$ cat src/logic/ftimer_regs.svh
// Purpose: Register offsets, field positions, reset values and codes of the free-running counter.
// Assumes: Byte addresses on a 32-bit AXI4-Lite bus, one aligned word per register.
// Notes:   Definitions only; included by the package and the counter module.
`ifndef FTIMER_REGS_SVH
`define FTIMER_REGS_SVH

`define OFS_CNT_HI      8'h00
`define OFS_CNT_LO      8'h04
`define OFS_SHD_HI      8'h08
`define OFS_SHD_LO      8'h0c
`define OFS_STATUS      8'h10
`define OFS_CTL_ONE     8'h14
`define OFS_CTL_TWO     8'h18
`define OFS_CMP_ONE     8'h1c
`define OFS_CMP_TWO     8'h20
`define OFS_CAP_ONE     8'h24
`define OFS_CAP_TWO     8'h28

`define COUNT_RESET     16'hfffc
`define COUNT_TOP       16'hffff
`define COUNT_STEP      16'h0001
`define CMP_RESET       16'h8000
`define CAP_RESET       16'h0000
`define CTL_RESET       8'h00
`define PRESC_STEP      3'h1
`define PRESC_RESET     3'h0

`define ST_WRAP         7
`define ST_CMP_LO       5
`define ST_CAP_LO       3
`define C1_CAP_EDGE_LO  0
`define C1_WRAP_IE      5
`define C1_CMP_IE       6
`define C1_CAP_IE       7
`define C2_SEL_LO       0
`define C2_EXT_EDGE     2

`define SEL_DIV2        2'h0
`define SEL_DIV4        2'h1
`define SEL_DIV8        2'h2
`define SEL_EXT         2'h3
`define MASK_DIV2       3'h1
`define MASK_DIV4       3'h3
`define MASK_DIV8       3'h7

`define RESP_OKAY       2'h0
`define RESP_SLVERR     2'h2

`endif

$ cat src/logic/ftimer_pkg.sv
// Purpose: Types shared by the free-running counter.
// Assumes: Constants come from ftimer_regs.svh.
// Notes:   The whole state of the counter is one packed struct.
`include "ftimer_regs.svh"

package ftimer_pkg;

    typedef enum logic [3:0] {
        SEL_CNT_HI  = 4'h0,
        SEL_CNT_LO  = 4'h1,
        SEL_SHD_HI  = 4'h2,
        SEL_SHD_LO  = 4'h3,
        SEL_STATUS  = 4'h4,
        SEL_CTL_ONE = 4'h5,
        SEL_CTL_TWO = 4'h6,
        SEL_CMP_ONE = 4'h7,
        SEL_CMP_TWO = 4'h8,
        SEL_CAP_ONE = 4'h9,
        SEL_CAP_TWO = 4'ha,
        SEL_NONE    = 4'hf
    } reg_sel_type;

    typedef struct packed {
        logic [15:0]      count;
        logic [2:0]       presc;
        logic             ext_meta;
        logic             ext_sync;
        logic             ext_prev;
        logic [1:0]       cap_meta;
        logic [1:0]       cap_sync;
        logic [1:0]       cap_prev;
        logic [7:0]       low_buf;
        logic             buf_held;
        logic             wrap_flag;
        logic             wrap_armed;
        logic [7:0]       ctl_one;
        logic [7:0]       ctl_two;
        logic [1:0][15:0] cmp;
        logic [1:0][15:0] cap;
        logic [1:0]       cmp_flag;
        logic [1:0]       cmp_armed;
        logic [1:0]       cap_flag;
        logic [1:0]       cap_armed;
        logic             aw_held;
        logic [7:0]       aw_addr;
        logic             w_held;
        logic [31:0]      w_data;
        logic [3:0]       w_strb;
        logic             bvalid;
        logic [1:0]       bresp;
        logic             rvalid;
        logic [31:0]      rdata;
        logic [1:0]       rresp;
    } state_type;

endpackage

$ cat src/logic/free_counter.sv
// Purpose: 16-bit free-running timer counter with byte views, wrap flag and timer interrupt.
// Assumes: One clock aclk at 100 MHz; synchronous active-low reset; AXI4-Lite register slave.
// Notes:   Compare and capture channels are kept to registers, flags and their shared enables.
//
// The AXI4-Lite slave port and the register offsets are this design's own decisions.
`include "ftimer_regs.svh"

module free_counter #(
    parameter bit EXT_BONDED     = 1'b1,
    parameter bit CAP_ONE_BONDED = 1'b1,
    parameter bit CAP_TWO_BONDED = 1'b1
) (
    input  wire logic        aclk,
    input  wire logic        aresetn,
    input  wire logic [7:0]  awaddr,
    input  wire logic        awvalid,
    output logic             awready,
    input  wire logic [31:0] wdata,
    input  wire logic [3:0]  wstrb,
    input  wire logic        wvalid,
    output logic             wready,
    output logic [1:0]       bresp,
    output logic             bvalid,
    input  wire logic        bready,
    input  wire logic [7:0]  araddr,
    input  wire logic        arvalid,
    output logic             arready,
    output logic [31:0]      rdata,
    output logic [1:0]       rresp,
    output logic             rvalid,
    input  wire logic        rready,
    input  wire logic        ext_count_input,
    input  wire logic        capture_input_one,
    input  wire logic        capture_input_two,
    input  wire logic        halt_mode,
    input  wire logic        cpu_int_mask,
    output logic             timer_irq
);
    import ftimer_pkg::*;

    // A missing pin is tied high, so its synchroniser starts high too and shows no false edge after reset.
    localparam state_type STATE_RESET = '{
        count:     `COUNT_RESET,
        presc:     `PRESC_RESET,
        ctl_one:   `CTL_RESET,
        ctl_two:   `CTL_RESET,
        cmp:       {`CMP_RESET, `CMP_RESET},
        cap:       {`CAP_RESET, `CAP_RESET},
        ext_meta:  !EXT_BONDED,
        ext_sync:  !EXT_BONDED,
        ext_prev:  !EXT_BONDED,
        cap_meta:  {!CAP_TWO_BONDED, !CAP_ONE_BONDED},
        cap_sync:  {!CAP_TWO_BONDED, !CAP_ONE_BONDED},
        cap_prev:  {!CAP_TWO_BONDED, !CAP_ONE_BONDED},
        default:   '0
    };

    state_type   state_reg;
    state_type   state_next;
    logic        ext_pin;
    logic [1:0]  cap_pins;
    logic [1:0]  clk_sel;
    logic [2:0]  presc_mask;
    logic        ext_edge;
    logic        tick;
    logic        wrap_evt;
    logic        wr_go;
    logic        rd_go;
    reg_sel_type wr_sel;
    reg_sel_type rd_sel;
    logic        cnt_lo_wr;
    logic        shd_lo_acc;

    function automatic reg_sel_type reg_decode(input logic [7:0] addr);
        case (addr)
            `OFS_CNT_HI:  reg_decode = SEL_CNT_HI;
            `OFS_CNT_LO:  reg_decode = SEL_CNT_LO;
            `OFS_SHD_HI:  reg_decode = SEL_SHD_HI;
            `OFS_SHD_LO:  reg_decode = SEL_SHD_LO;
            `OFS_STATUS:  reg_decode = SEL_STATUS;
            `OFS_CTL_ONE: reg_decode = SEL_CTL_ONE;
            `OFS_CTL_TWO: reg_decode = SEL_CTL_TWO;
            `OFS_CMP_ONE: reg_decode = SEL_CMP_ONE;
            `OFS_CMP_TWO: reg_decode = SEL_CMP_TWO;
            `OFS_CAP_ONE: reg_decode = SEL_CAP_ONE;
            `OFS_CAP_TWO: reg_decode = SEL_CAP_TWO;
            default:      reg_decode = SEL_NONE;
        endcase
    endfunction

    // Missing pins are tied high so that no edge is ever seen on them.
    assign ext_pin  = EXT_BONDED ? ext_count_input : 1'b1;
    assign cap_pins = {CAP_TWO_BONDED ? capture_input_two : 1'b1,
                       CAP_ONE_BONDED ? capture_input_one : 1'b1};

    assign clk_sel = state_reg.ctl_two[`C2_SEL_LO +: 2];
    always_comb begin
        case (clk_sel)
            `SEL_DIV2: presc_mask = `MASK_DIV2;
            `SEL_DIV4: presc_mask = `MASK_DIV4;
            default:   presc_mask = `MASK_DIV8;
        endcase
    end

    // Only the synchronised copies are compared, so a late edge costs one cycle, never a glitch.
    assign ext_edge = (state_reg.ext_sync != state_reg.ext_prev)
                   && (state_reg.ext_sync == state_reg.ctl_two[`C2_EXT_EDGE]);
    // Wait mode is not an input at all: only halt stops the count.
    assign tick = !halt_mode && ((clk_sel == `SEL_EXT) ? ext_edge
                : ((state_reg.presc & presc_mask) == presc_mask));
    assign wrap_evt = tick && (state_reg.count == `COUNT_TOP);

    assign awready = !state_reg.aw_held && !state_reg.bvalid;
    assign wready  = !state_reg.w_held && !state_reg.bvalid;
    assign arready = !state_reg.rvalid;
    assign wr_go   = state_reg.aw_held && state_reg.w_held && !state_reg.bvalid;
    assign rd_go   = arvalid && arready;
    assign wr_sel  = reg_decode(state_reg.aw_addr);
    assign rd_sel  = reg_decode(araddr);
    assign cnt_lo_wr  = wr_go && state_reg.w_strb[0]
                     && (wr_sel == SEL_CNT_LO || wr_sel == SEL_SHD_LO);
    assign shd_lo_acc = (wr_go && wr_sel == SEL_SHD_LO) || (rd_go && rd_sel == SEL_SHD_LO);

    always_comb begin
        state_next = state_reg;

        state_next.ext_meta = ext_pin;
        state_next.ext_sync = state_reg.ext_meta;
        state_next.ext_prev = state_reg.ext_sync;
        state_next.cap_meta = cap_pins;
        state_next.cap_sync = state_reg.cap_meta;
        state_next.cap_prev = state_reg.cap_sync;

        if (!halt_mode) begin
            state_next.presc = state_reg.presc + `PRESC_STEP;
        end
        if (tick) begin
            state_next.count = state_reg.count + `COUNT_STEP;
        end

        if (awvalid && awready) begin
            state_next.aw_held = 1'b1;
            state_next.aw_addr = awaddr;
        end
        if (wvalid && wready) begin
            state_next.w_held = 1'b1;
            state_next.w_data = wdata;
            state_next.w_strb = wstrb;
        end
        if (state_reg.bvalid && bready) begin
            state_next.bvalid = 1'b0;
        end

        if (wr_go) begin
            state_next.aw_held = 1'b0;
            state_next.w_held  = 1'b0;
            state_next.bvalid  = 1'b1;
            state_next.bresp   = (wr_sel == SEL_NONE) ? `RESP_SLVERR : `RESP_OKAY;
            case (wr_sel)
                SEL_CNT_LO: begin
                    if (state_reg.wrap_armed) begin
                        state_next.wrap_flag  = 1'b0;
                        state_next.wrap_armed = 1'b0;
                    end
                end
                SEL_CTL_ONE: begin
                    if (state_reg.w_strb[0]) begin
                        state_next.ctl_one = state_reg.w_data[7:0];
                    end
                end
                SEL_CTL_TWO: begin
                    if (state_reg.w_strb[0]) begin
                        state_next.ctl_two = state_reg.w_data[7:0];
                    end
                end
                default: begin
                end
            endcase
            // Writes to read-only views are accepted and dropped.
            for (int i = 0; i < 2; i++) begin
                if (wr_sel == reg_sel_type'(SEL_CMP_ONE + i)) begin
                    for (int b = 0; b < 2; b++) begin
                        if (state_reg.w_strb[b]) begin
                            state_next.cmp[i][b*8 +: 8] = state_reg.w_data[b*8 +: 8];
                        end
                    end
                    if (state_reg.cmp_armed[i]) begin
                        state_next.cmp_flag[i]  = 1'b0;
                        state_next.cmp_armed[i] = 1'b0;
                    end
                end
                if (wr_sel == reg_sel_type'(SEL_CAP_ONE + i) && state_reg.cap_armed[i]) begin
                    state_next.cap_flag[i]  = 1'b0;
                    state_next.cap_armed[i] = 1'b0;
                end
            end
        end
        if (cnt_lo_wr) begin
            state_next.count = `COUNT_RESET;
            state_next.presc = `PRESC_RESET;
        end

        if (state_reg.rvalid && rready) begin
            state_next.rvalid = 1'b0;
        end
        if (rd_go) begin
            state_next.rvalid = 1'b1;
            state_next.rresp  = `RESP_OKAY;
            state_next.rdata  = '0;
            case (rd_sel)
                SEL_CNT_HI, SEL_SHD_HI: begin
                    state_next.rdata[7:0] = state_reg.count[15:8];
                    // A repeated high read must not refresh the buffered low byte.
                    if (!state_reg.buf_held) begin
                        state_next.low_buf  = state_reg.count[7:0];
                        state_next.buf_held = 1'b1;
                    end
                end
                SEL_CNT_LO, SEL_SHD_LO: begin
                    state_next.rdata[7:0] = state_reg.buf_held ? state_reg.low_buf
                                          : state_reg.count[7:0];
                    state_next.buf_held = 1'b0;
                    if (rd_sel == SEL_CNT_LO && state_reg.wrap_armed) begin
                        state_next.wrap_flag  = 1'b0;
                        state_next.wrap_armed = 1'b0;
                    end
                end
                SEL_STATUS: begin
                    state_next.rdata[`ST_WRAP]        = state_reg.wrap_flag;
                    state_next.rdata[`ST_CMP_LO +: 2] = state_reg.cmp_flag;
                    state_next.rdata[`ST_CAP_LO +: 2] = state_reg.cap_flag;
                    state_next.wrap_armed = state_reg.wrap_armed | state_reg.wrap_flag;
                    state_next.cmp_armed  = state_reg.cmp_armed | state_reg.cmp_flag;
                    state_next.cap_armed  = state_reg.cap_armed | state_reg.cap_flag;
                end
                SEL_CTL_ONE: state_next.rdata[7:0] = state_reg.ctl_one;
                SEL_CTL_TWO: state_next.rdata[7:0] = state_reg.ctl_two;
                SEL_CMP_ONE: state_next.rdata[15:0] = state_reg.cmp[0];
                SEL_CMP_TWO: state_next.rdata[15:0] = state_reg.cmp[1];
                SEL_CAP_ONE: state_next.rdata[15:0] = state_reg.cap[0];
                SEL_CAP_TWO: state_next.rdata[15:0] = state_reg.cap[1];
                default: state_next.rresp = `RESP_SLVERR;
            endcase
            for (int i = 0; i < 2; i++) begin
                if (rd_sel == reg_sel_type'(SEL_CMP_ONE + i) && state_reg.cmp_armed[i]) begin
                    state_next.cmp_flag[i]  = 1'b0;
                    state_next.cmp_armed[i] = 1'b0;
                end
                if (rd_sel == reg_sel_type'(SEL_CAP_ONE + i) && state_reg.cap_armed[i]) begin
                    state_next.cap_flag[i]  = 1'b0;
                    state_next.cap_armed[i] = 1'b0;
                end
            end
        end

        // Hardware sets come last so an event in the clearing cycle is kept.
        if (wrap_evt) begin
            state_next.wrap_flag = 1'b1;
        end
        for (int i = 0; i < 2; i++) begin
            if (tick && state_reg.count == state_reg.cmp[i]) begin
                state_next.cmp_flag[i] = 1'b1;
            end
            if (state_reg.cap_sync[i] != state_reg.cap_prev[i]
                && state_reg.cap_sync[i] == state_reg.ctl_one[`C1_CAP_EDGE_LO + i]) begin
                state_next.cap[i]      = state_reg.count;
                state_next.cap_flag[i] = 1'b1;
            end
        end
    end

    // All state lives here, so a second instance shares nothing and leaves reset in step.
    always_ff @(posedge aclk) begin
        if (!aresetn) begin
            state_reg <= STATE_RESET;
        end else begin
            state_reg <= state_next;
        end
    end

    assign bvalid = state_reg.bvalid;
    assign bresp  = state_reg.bresp;
    assign rvalid = state_reg.rvalid;
    assign rdata  = state_reg.rdata;
    assign rresp  = state_reg.rresp;

    // The request is a level; it waits on the flags while masked.
    assign timer_irq = !cpu_int_mask && (
        (state_reg.wrap_flag && state_reg.ctl_one[`C1_WRAP_IE])
        || (|state_reg.cmp_flag && state_reg.ctl_one[`C1_CMP_IE])
        || (|state_reg.cap_flag && state_reg.ctl_one[`C1_CAP_IE]));
endmodule

$ cat config.mk
export PLATFORM = sky130hd
export DESIGN_NAME = free_counter
export DESIGN_NICKNAME = d
export VERILOG_FILES = /design/src/logic/ftimer_pkg.sv /design/src/logic/free_counter.sv
export VERILOG_INCLUDE_DIRS = /design/src /design/src/logic
export SDC_FILE = /design/constraint.sdc
export NUM_CORES = 1
export LEC_CHECK = 0
export ABC_AREA = 1
export BUFFER_PORTS_ARGS = -buffer_cell sky130_fd_sc_hd__buf_4
export CAP_MARGIN = 20
export CORE_MARGIN = 2
export CORE_UTILIZATION = 60
export CTS_BUF_LIST = sky130_fd_sc_hd__clkbuf_8
export CTS_CLUSTER_SIZE = 8
export DETAILED_ROUTE_END_ITERATION = 7
export GPL_ROUTABILITY_DRIVEN = 0
export GPL_TIMING_DRIVEN = 0
export MAX_ROUTING_LAYER = met4
export PLACE_DENSITY = 0.89
export SLEW_MARGIN = 20
export SYNTH_ARGS = -nofsm -noshare
export SYNTH_HDL_FRONTEND = slang
export SYNTH_SLANG_ARGS = --single-unit
$ cat constraint.sdc
create_clock -name aclk -period 2.39 [get_ports aclk]
set_clock_uncertainty 0.2 [all_clocks]
set_input_delay 0.239 -clock aclk [delete_from_list [all_inputs] [get_ports aclk]]
set_output_delay 0.239 -clock aclk [all_outputs]
set_load 0.01 [all_outputs]
==> flow_summary.json, run 1 <==
{
  "fp.dieW_um": 123,
  "wl_per_cell_um": 16.4,
  "yosys_register_bits": 175,
  "cap_violations": 0,
  "initial_utilization": 0.615,
  "syn2layout_area_growth_pct": 18.5,
  "die_y_um": 123,
  "port_buffers": 69,
  "place_ws_ps": 409,
  "ys_warn_count": 0,
  "cts_tree": "done",
  "tns_ps": 0,
  "powerDensity_nw_per_um2": 571,
  "largest_reg_flops": 147,
  "cts_root_buffer": "clkbuf_8",
  "regToRegStartpoint": "state_next[184]",
  "antenna_found_initial": 0,
  "hold_viol_final": 0,
  "yosys.cell_types.count": 44,
  "cts_sinks": 175,
  "num_vias": 8610,
  "worstPathArrival_ps": 2360,
  "stdcell_count": 1531,
  "numCtsBuffers": 17,
  "max_slew_margin": 0.505,
  "drive_above_1_share": 0.158,
  "r2r_cells": 6,
  "rsz0062_at_grt": "no",
  "syn_area_um2": 8540,
  "worst_pin_slew_ps": 743,
  "maxSlewViolCount": 0,
  "ys_seq_area_frac": 0.410,
  "track_usage": 0.352,
  "wl_met3_um": 2320,
  "whs_path_depth": 5,
  "nNetsFinal": 1404,
  "drc": 0,
  "syn_area_per_cell_um2": 7.15,
  "grt_pass1_wl_um": 39500,
  "grt_max_degree": 17,
  "wl_met2_um": 11900,
  "num_io_pins": 106,
  "setup_viol": 0,
  "crit_required_ps": 2640,
  "finalWorstSetupSlack_ps": 281,
  "min_period_over_period": 0.883,
  "clk_pin_slew_ps": 100,
  "path_max_fanout": 12,
  "hp-start": "araddr[1]",
  "vias_per_cell": 5.62,
  "drt_first_pass_iters": 6,
  "diodes": 0,
  "drt_iter0_drc": 753,
  "drt-met1-wl_um": 9690,
  "cts_buffer_depth": 2,
  "core.rowCount": 43,
  "place_inst": 1460,
  "fmax_ghz": 0.474,
  "dp_hpwl_um": 17600,
  "htreeDepth": 4,
  "clock_latency_ps": 500,
  "routed.top_layer": "met4",
  "leakage_uw": 0.00429,
  "overflow": 0,
  "crit_type": "primary input to flop",
  "fin_crit_ps": 2110,
  "hp-class": "primary input to flop",
  "netlist_instances": 1194,
  "core_region_area_um2": 13900,
  "irDropWorstVdd_uv": 537,
  "die_area_um2": 15200,
  "grt_pass1_vias": 8091,
  "ant_nets": 0,
  "fillers": 1041,
  "wl_um": 25000,
  "status": "completed",
  "critPathLaunchType": "primary input",
  "hold_end": "rresp[1]",
  "worst_r2r_endpoint": "state_reg[119]",
  "rrSetupSlack_ps": 290,
  "crit_path_end_kind": "flop"
}
[kinds of logic after synthesis]
kind of cell / synth area share
AOI/OAI and AO/OA: 0.169
and+or+nand+nor: 0.268
other: 0.000439
adders and majority gates: 0.00293
buffers and inverters: 0.108
DFF: 0.410
xor gates and xnor gates: 0.0410
[stage by stage]
stage	utilization	hold slack, ps	area, µm²	power, µW
after floorplan	-	135	8600	3510
after global placement	0.673	192	9340	3720
after detailed placement	0.673	200	9340	3730
after CTS	0.729	33.5	10100	5710
after global routing	0.729	51.3	10100	5950
final	0.729	49.5	10100	5770
[area by class of cell]
class / instances / area, µm² / share of cell area
Multi-Input combinational cell: 843 / 4180 / 0.413
Clock inverter: 15 / 138 / 0.0136
Tap cell: 180 / 225 / 0.0223
Buffer: 85 / 514 / 0.0509
Inverter: 107 / 402 / 0.0397
Timing Repair Buffer: 109 / 918 / 0.0908
Clock buffer: 17 / 234 / 0.0231
Sequential cell: 175 / 3500 / 0.346
[synthesized netlist by cell type, drive strengths merged]
cell type | instances | area share
o221ai | 1 | 0.0010
o31ai | 2 | 0.0018
nand3b | 1 | 0.00088
nand3 | 44 | 0.031
nand4 | 23 | 0.017
o21a | 1 | 0.00088
o21bai | 1 | 0.00088
a21o | 1 | 0.00088
clkbuf | 31 | 0.014
o2111ai | 2 | 0.0021
buf | 55 | 0.047
o21ai | 96 | 0.057
nand2 | 315 | 0.14
and3 | 1 | 0.00073
dfxtp | 175 | 0.41
ha | 2 | 0.0029
a31oi | 2 | 0.0015
a211oi | 11 | 0.011
o211ai | 14 | 0.012
nor3 | 12 | 0.0089
a31o | 1 | 0.0010
a21oi | 132 | 0.079
conb | 1 | 0.00044
nor2 | 123 | 0.068
inv | 107 | 0.047
xnor2 | 31 | 0.032
xor2 | 9 | 0.0092
[cells in the final DEF (no fill, tap or decap), drive strengths merged, types with 2 or more instances in the layout]
cell         Yosys  final
nand2          315    315
ha               2      2
o211ai          14     14
clkinvlp         0      4
a31oi            2      2
o21ai           96     96
nor3            12     12
a21oi          132    132
clkbuf          31     47
inv            107    111
dfxtp          175    175
nor2           123    123
o31ai            2      2
a211oi          11     11
xor2             9      9
clkinv           0      6
nand3           44     44
xnor2           31     31
buf             55    124
nand4           23     23
conb             1     18
o2111ai          2      2
dlygate4sd3      0     40
[repair_timing]
action                                 in CTS  in global routing
hold buffers                               40                  0
gates resized for setup                     0                  0
setup buffers                               0                  0
endpoints found under the hold margin      37                  0
setup endpoints to repair                   0                  4
[per-layer routing]
metal / GRT usage / up-vias
li1: - / 4128
met1: 0.416 / 3911
met2: 0.559 / 469
met3: 0.0738 / 102
met4: 0.195 / 0
met5: - / -
[report_power, final]
part	switching, µW	internal, µW	total (µW)
registers	83.6	3010	3090
logic	416	259	675
clock network	1170	835	2010
total	1670	4100	5770
[worst max-delay path, stage by stage]
cell and delay (ps):
dlygate4sd3_1 520, buf_4 210, clkbuf_1 510, o21ai_0 210
nor2_1 120, dlygate4sd3_1 540
[worst max-delay path by stage]
stage | from | endpoint | slack (ps) | cells past startpoint
detailed placement | state_next[184] | state_reg[113] | 410 | 6
global placement | state_reg[204] | state_reg[208] | 430 | 7
CTS | aresetn | state_reg[76] | 190 | 7
global route | bvalid | state_reg[82] | 150 | 6
floorplan | bvalid | clk_sel[0] | 770 | 8
finish | aresetn | state_reg[82] | 280 | 6
(Power assumes the default switching activity.)
==> run 2: changes to the inputs <==
- CORE_ASPECT_RATIO: default -> 0.6
==> run 2 against run 1 <==
Worst hold slack got worse by 37 ps. Setup slack got worse by 140 ps. Critical endpoint is now state_reg[113]. Highest routed layer unchanged. Sequential power barely moved. Core utilization rose by 0.58 points. Die area rose by 0.21%. Register-to-register slack got worse by 150 ps.
==> flow_summary.json, run 2 (synthesis results as in run 1) <==
{
  "fin_crit_ps": 2250,
  "cts_tree": "done",
  "min_period_over_period": 0.941,
  "max_slew_margin": 0.471,
  "critPathLaunchType": "flop",
  "hp-class": "primary input to flop",
  "grt_pass1_wl_um": 41800,
  "status": "completed",
  "crit_type": "flop to flop",
  "final_util": 0.734,
  "num_vias": 8784,
  "crit_top_cell": "inv_1",
  "worstPathArrival_ps": 2390,
  "hold_viol_final": 0,
  "crit_required_ps": 2530,
  "htreeDepth": 4,
  "rsz0062_at_grt": "no",
  "fmax_ghz": 0.445,
  "powerDensity_nw_per_um2": 595,
  "grt_max_degree": 19,
  "wl_per_cell_um": 17.3,
  "drt_first_pass_iters": 6,
  "antenna_found_initial": 0,
  "dp_hpwl_um": 19000,
  "irDropWorstVdd_uv": 376,
  "cap_violations": 0,
  "numCtsBuffers": 17,
  "drc": 0,
  "wl_um": 26500,
  "drive_above_1_share": 0.158,
  "mostFrequentLayoutCells": "nand2_1 (306), dfxtp_1 (175), a21oi_1 (128)",
  "cts_root_buffer": "clkbuf_8",
  "worst_pin_slew_ps": 793,
  "core.rowCount": 33,
  "die_y_um": 96.4,
  "cts_sinks": 175,
  "path_max_fanout": 10,
  "cts_buffer_depth": 2,
  "critPathTopFamily": "buffers and inverters",
  "syn2layout_area_growth_pct": 18.6,
  "initial_utilization": 0.619,
  "crit_chain": "inv_1, o21ai_0, nand2_1, inv_1, clkbuf_1, a21oi_1",
  "drt_iter0_drc": 1179,
  "nNetsFinal": 1398,
  "setup_viol": 0,
  "worst-path-buf-inv": 3,
  "maxSlewViolCount": 0,
  "final_common_cell": "nand2_1",
  "port_buffers": 69,
  "num_io_pins": 106,
  "crit_path_end_kind": "flop",
  "clock_latency_ps": 480,
  "clk_pin_slew_ps": 110,
  "core_region_area_um2": 13800,
  "die_area_um2": 15200,
  "cts_setup_buffers": 0,
  "max_stage_delay_ps": 490,
  "fp.dieW_um": 158,
  "track_usage": 0.371,
  "overflow": 0,
  "grt_pass1_vias": 8131,
  "tns_ps": 0,
  "leakage_uw": 0.00430,
  "ant_nets": 0,
  "cp_slowest_cell": "clkbuf_1",
  "vias_per_cell": 5.72,
  "largest_reg_flops": 147,
  "diodes": 0
}
## run 2: cell count changes in the layout (fill, tap and decap cells not counted), moves of 2 or more
| cell | before | now |
|---|---|---|
| clkinv_8 | 0 | 2 |
| dlygate4sd3_1 | 40 | 34 |
| clkinv_2 | 4 | 0 |
| inv_8 | 2 | 6 |
| clkinvlp_4 | 4 | 0 |
## run 2: per-layer routing
| layer | vias to the layer above | global-route usage | part of all wire |
|---|---|---|---|
| li1 | 4107 | - | - |
| met1 | 3924 | 0.487 | 0.41 |
| met2 | 662 | 0.538 | 0.41 |
| met3 | 91 | 0.138 | 0.16 |
| met4 | 0 | 0.107 | 0.026 |
| met5 | - | - | 0 |
## run 2: worst paths after layout
path                                 startpoint         endpoint  slack (ps)  depth (start not counted)
worst max register to register  state_next[184]   state_reg[113]         140                          6
worst min-delay path                    awvalid    state_reg[82]          10                          5
worst min register to register  state_next[185]  state_next[183]         220                          2
worst max-delay path            state_next[184]   state_reg[113]         140                          6
## run 2: through the flow
step	worst slack, ps	instances	cell area, µm²	hold WS (ps)	power (µW)
2_1_floorplan	771	1211	8600	135	3510
3_3_place_gp	361	1472	9360	193	3730
3_5_place_dp	305	1472	9360	196	3750
4_1_cts	81.2	1537	10100	17.5	5950
5_1_grt	25.4	1536	10100	50.9	6200
6_report	142	1536	10100	12.4	6020
## run 2: worst reg2reg max path, stage by stage, from the launching register on
cell and delay, ps:
dfxtp_1 340, inv_1 50, o21ai_0 250, nand2_1 290
inv_1 330, clkbuf_1 490, a21oi_1 160
## run 2: timing repair
action                                  CTS  global route
gates resized for setup                   0             2
endpoints found under the setup margin    0             8
endpoints found under the hold margin    36             0
hold buffers                             34             0
## run 2: layout make-up
class,count,area (µm²)
well taps,192,240
clock inverters,14,195
multi-input cells,843,4180
plain buffers,85,515
fillers,1067,3660
repair buffers,103,858
clock buffers,17,234
inverters,107,402
flip-flops and latches,175,3500
## run 2: power by group
part           total (µW)  internal [µW]  leakage (µW)  switching [µW]
Combinational         674            250       0.00266             424
Clock                2250            991      0.000218            1260
Sequential           3100           3010       0.00142            88.2
Total                6020           4250       0.00430            1770
==> run 3: changes to the inputs <==
- BUFFER_PORTS_ARGS: -buffer_cell sky130_fd_sc_hd__buf_4 -> default
- DONT_BUFFER_PORTS: default -> 1
- PLACE_DENSITY: 0.89 -> 0.83
- SKIP_LAST_GASP: default -> 1
==> run 3 against run 2 <==
Clock power down 7%. Count of clock-buffer cells in the layout unchanged. Sequential power about the same. Via count down 4.3%. Largest power group unchanged. Worst hold slack worse by 9.9 ps. Cell area down 3.5%. Global-route usage down 0.30 points. Sequential cell count unchanged. Routed wire length down 0.53%. Core utilization down 2.5 points.
==> flow_summary.json, run 3 (synthesis results as in run 1) <==
{
  "die_y_um": 96.4,
  "worst_pin_slew_ps": 761,
  "grt_pass1_wl_um": 41000,
  "crit_path_end_kind": "flop",
  "status": "completed",
  "finalWorstSetupSlack_ps": 70.1,
  "leakage_uw": 0.00404,
  "clock_latency_ps": 480,
  "drt_first_pass_iters": 6,
  "nNetsFinal": 1349,
  "grt_pass1_vias": 7766,
  "clk_pin_slew_ps": 110,
  "syn2layout_area_growth_pct": 14.5,
  "core.rowCount": 33,
  "tns_ps": 0,
  "cts_tree": "done",
  "htreeDepth": 4,
  "powerDensity_nw_per_um2": 597,
  "dp_hpwl_um": 18600,
  "die_area_um2": 15200,
  "whs_path_depth": 4,
  "num_io_pins": 106,
  "hold_viol_final": 0,
  "wl_um": 26400,
  "num_vias": 8405,
  "fillers": 1143,
  "antenna_found_initial": 0,
  "cts_setup_buffers": 0,
  "numCtsBuffers": 17,
  "place_ws_ps": 147,
  "grt_max_degree": 20,
  "worstPathArrival_ps": 2540,
  "max_slew_margin": 0.492,
  "rsz0062_at_grt": "yes",
  "diodes": 0,
  "min_period_over_period": 0.971,
  "irDropWorstVdd_uv": 359,
  "largest_reg_flops": 147,
  "core_region_area_um2": 13800,
  "setup_viol": 0,
  "fmax_ghz": 0.431,
  "r2r_cells": 6,
  "drt_iter0_drc": 1024,
  "fin_crit_ps": 2320,
  "hp-class": "primary input to flop",
  "crit_type": "flop to flop",
  "drive_above_1_share": 0.112,
  "cts_sinks": 175,
  "port_buffers": 0,
  "ant_nets": 0,
  "wl_per_cell_um": 17.7,
  "final_common_cell": "nand2_1",
  "maxSlewViolCount": 0,
  "whs_ps": 2.55,
  "mostFrequentLayoutCells": "nand2_1 (306), dfxtp_1 (175), a21oi_1 (128)",
  "cap_violations": 0,
  "drc": 0,
  "cts_buffer_depth": 2,
  "crit_required_ps": 2610,
  "cts_root_buffer": "clkbuf_8",
  "vias_per_cell": 5.65,
  "initial_utilization": 0.619,
  "fp.dieW_um": 158,
  "overflow": 0,
  "track_usage": 0.368,
  "critPathLaunchType": "flop",
  "path_max_fanout": 10
}
[run 3: metrics by stage]
step	utilization	cells	cell area (µm²)	power, µW
6_report	0.709	1488	9770	5830
5_1_grt	0.709	1488	9770	6000
3_5_place_dp	0.641	1403	8840	3670
3_3_place_gp	0.641	1403	8840	3650
4_1_cts	0.708	1488	9770	5770
2_1_floorplan	-	1211	8600	3510
[run 3: report_power, final]
group	leakage, µW	switching [µW]	internal, µW	total [µW]
Sequential	0.00142	89.7	3010	3100
Combinational	0.00242	414	223	637
Clock	0.000202	1300	797	2100
Total	0.00404	1810	4030	5830
[run 3: what timing repair did]
item / in CTS / in global routing
gates resized for setup: 0 / 3
setup endpoints to repair: 0 / 10
endpoints found under the hold margin: 50 / 0
hold buffers: 53 / 0
[run 3: critical path, cell delays in order (launching register included)]
cell and delay (ps):
dfxtp_1 520, nor2_1 160, nand2_1 140, clkbuf_1 360, o21ai_0 180, nor2_1 160, dlygate4sd3_1 560
[run 3: layer usage]
| metal | up-vias | routed length (µm) | global-route usage |
|---|---|---|---|
| met3 | 60 | 3680 | 0.110 |
| met2 | 519 | 10900 | 0.534 |
| met4 | 0 | 570 | 0.110 |
| met1 | 3828 | 11300 | 0.498 |
| li1 | 3998 | - | - |
| met5 | - | 0 | - |
[run 3: worst paths after layout]
path | from | end | slack, ps
max | bvalid | state_reg[53] | 70
max reg2reg | bvalid | state_reg[53] | 70
min reg2reg | state_next[185] | state_next[183] | 230
min | araddr[7] | state_reg[174] | 3
[run 3: area by class of cell]
type	instances	area [µm²]	share of cell area
multi-input cells	843	4180	0.428
clock buffers	17	234	0.0239
well taps	192	240	0.0246
inverters	107	402	0.0411
flip-flops and latches	175	3500	0.358
plain buffers	86	519	0.0531
repair buffers	53	531	0.0543
clock inverters	15	165	0.0169
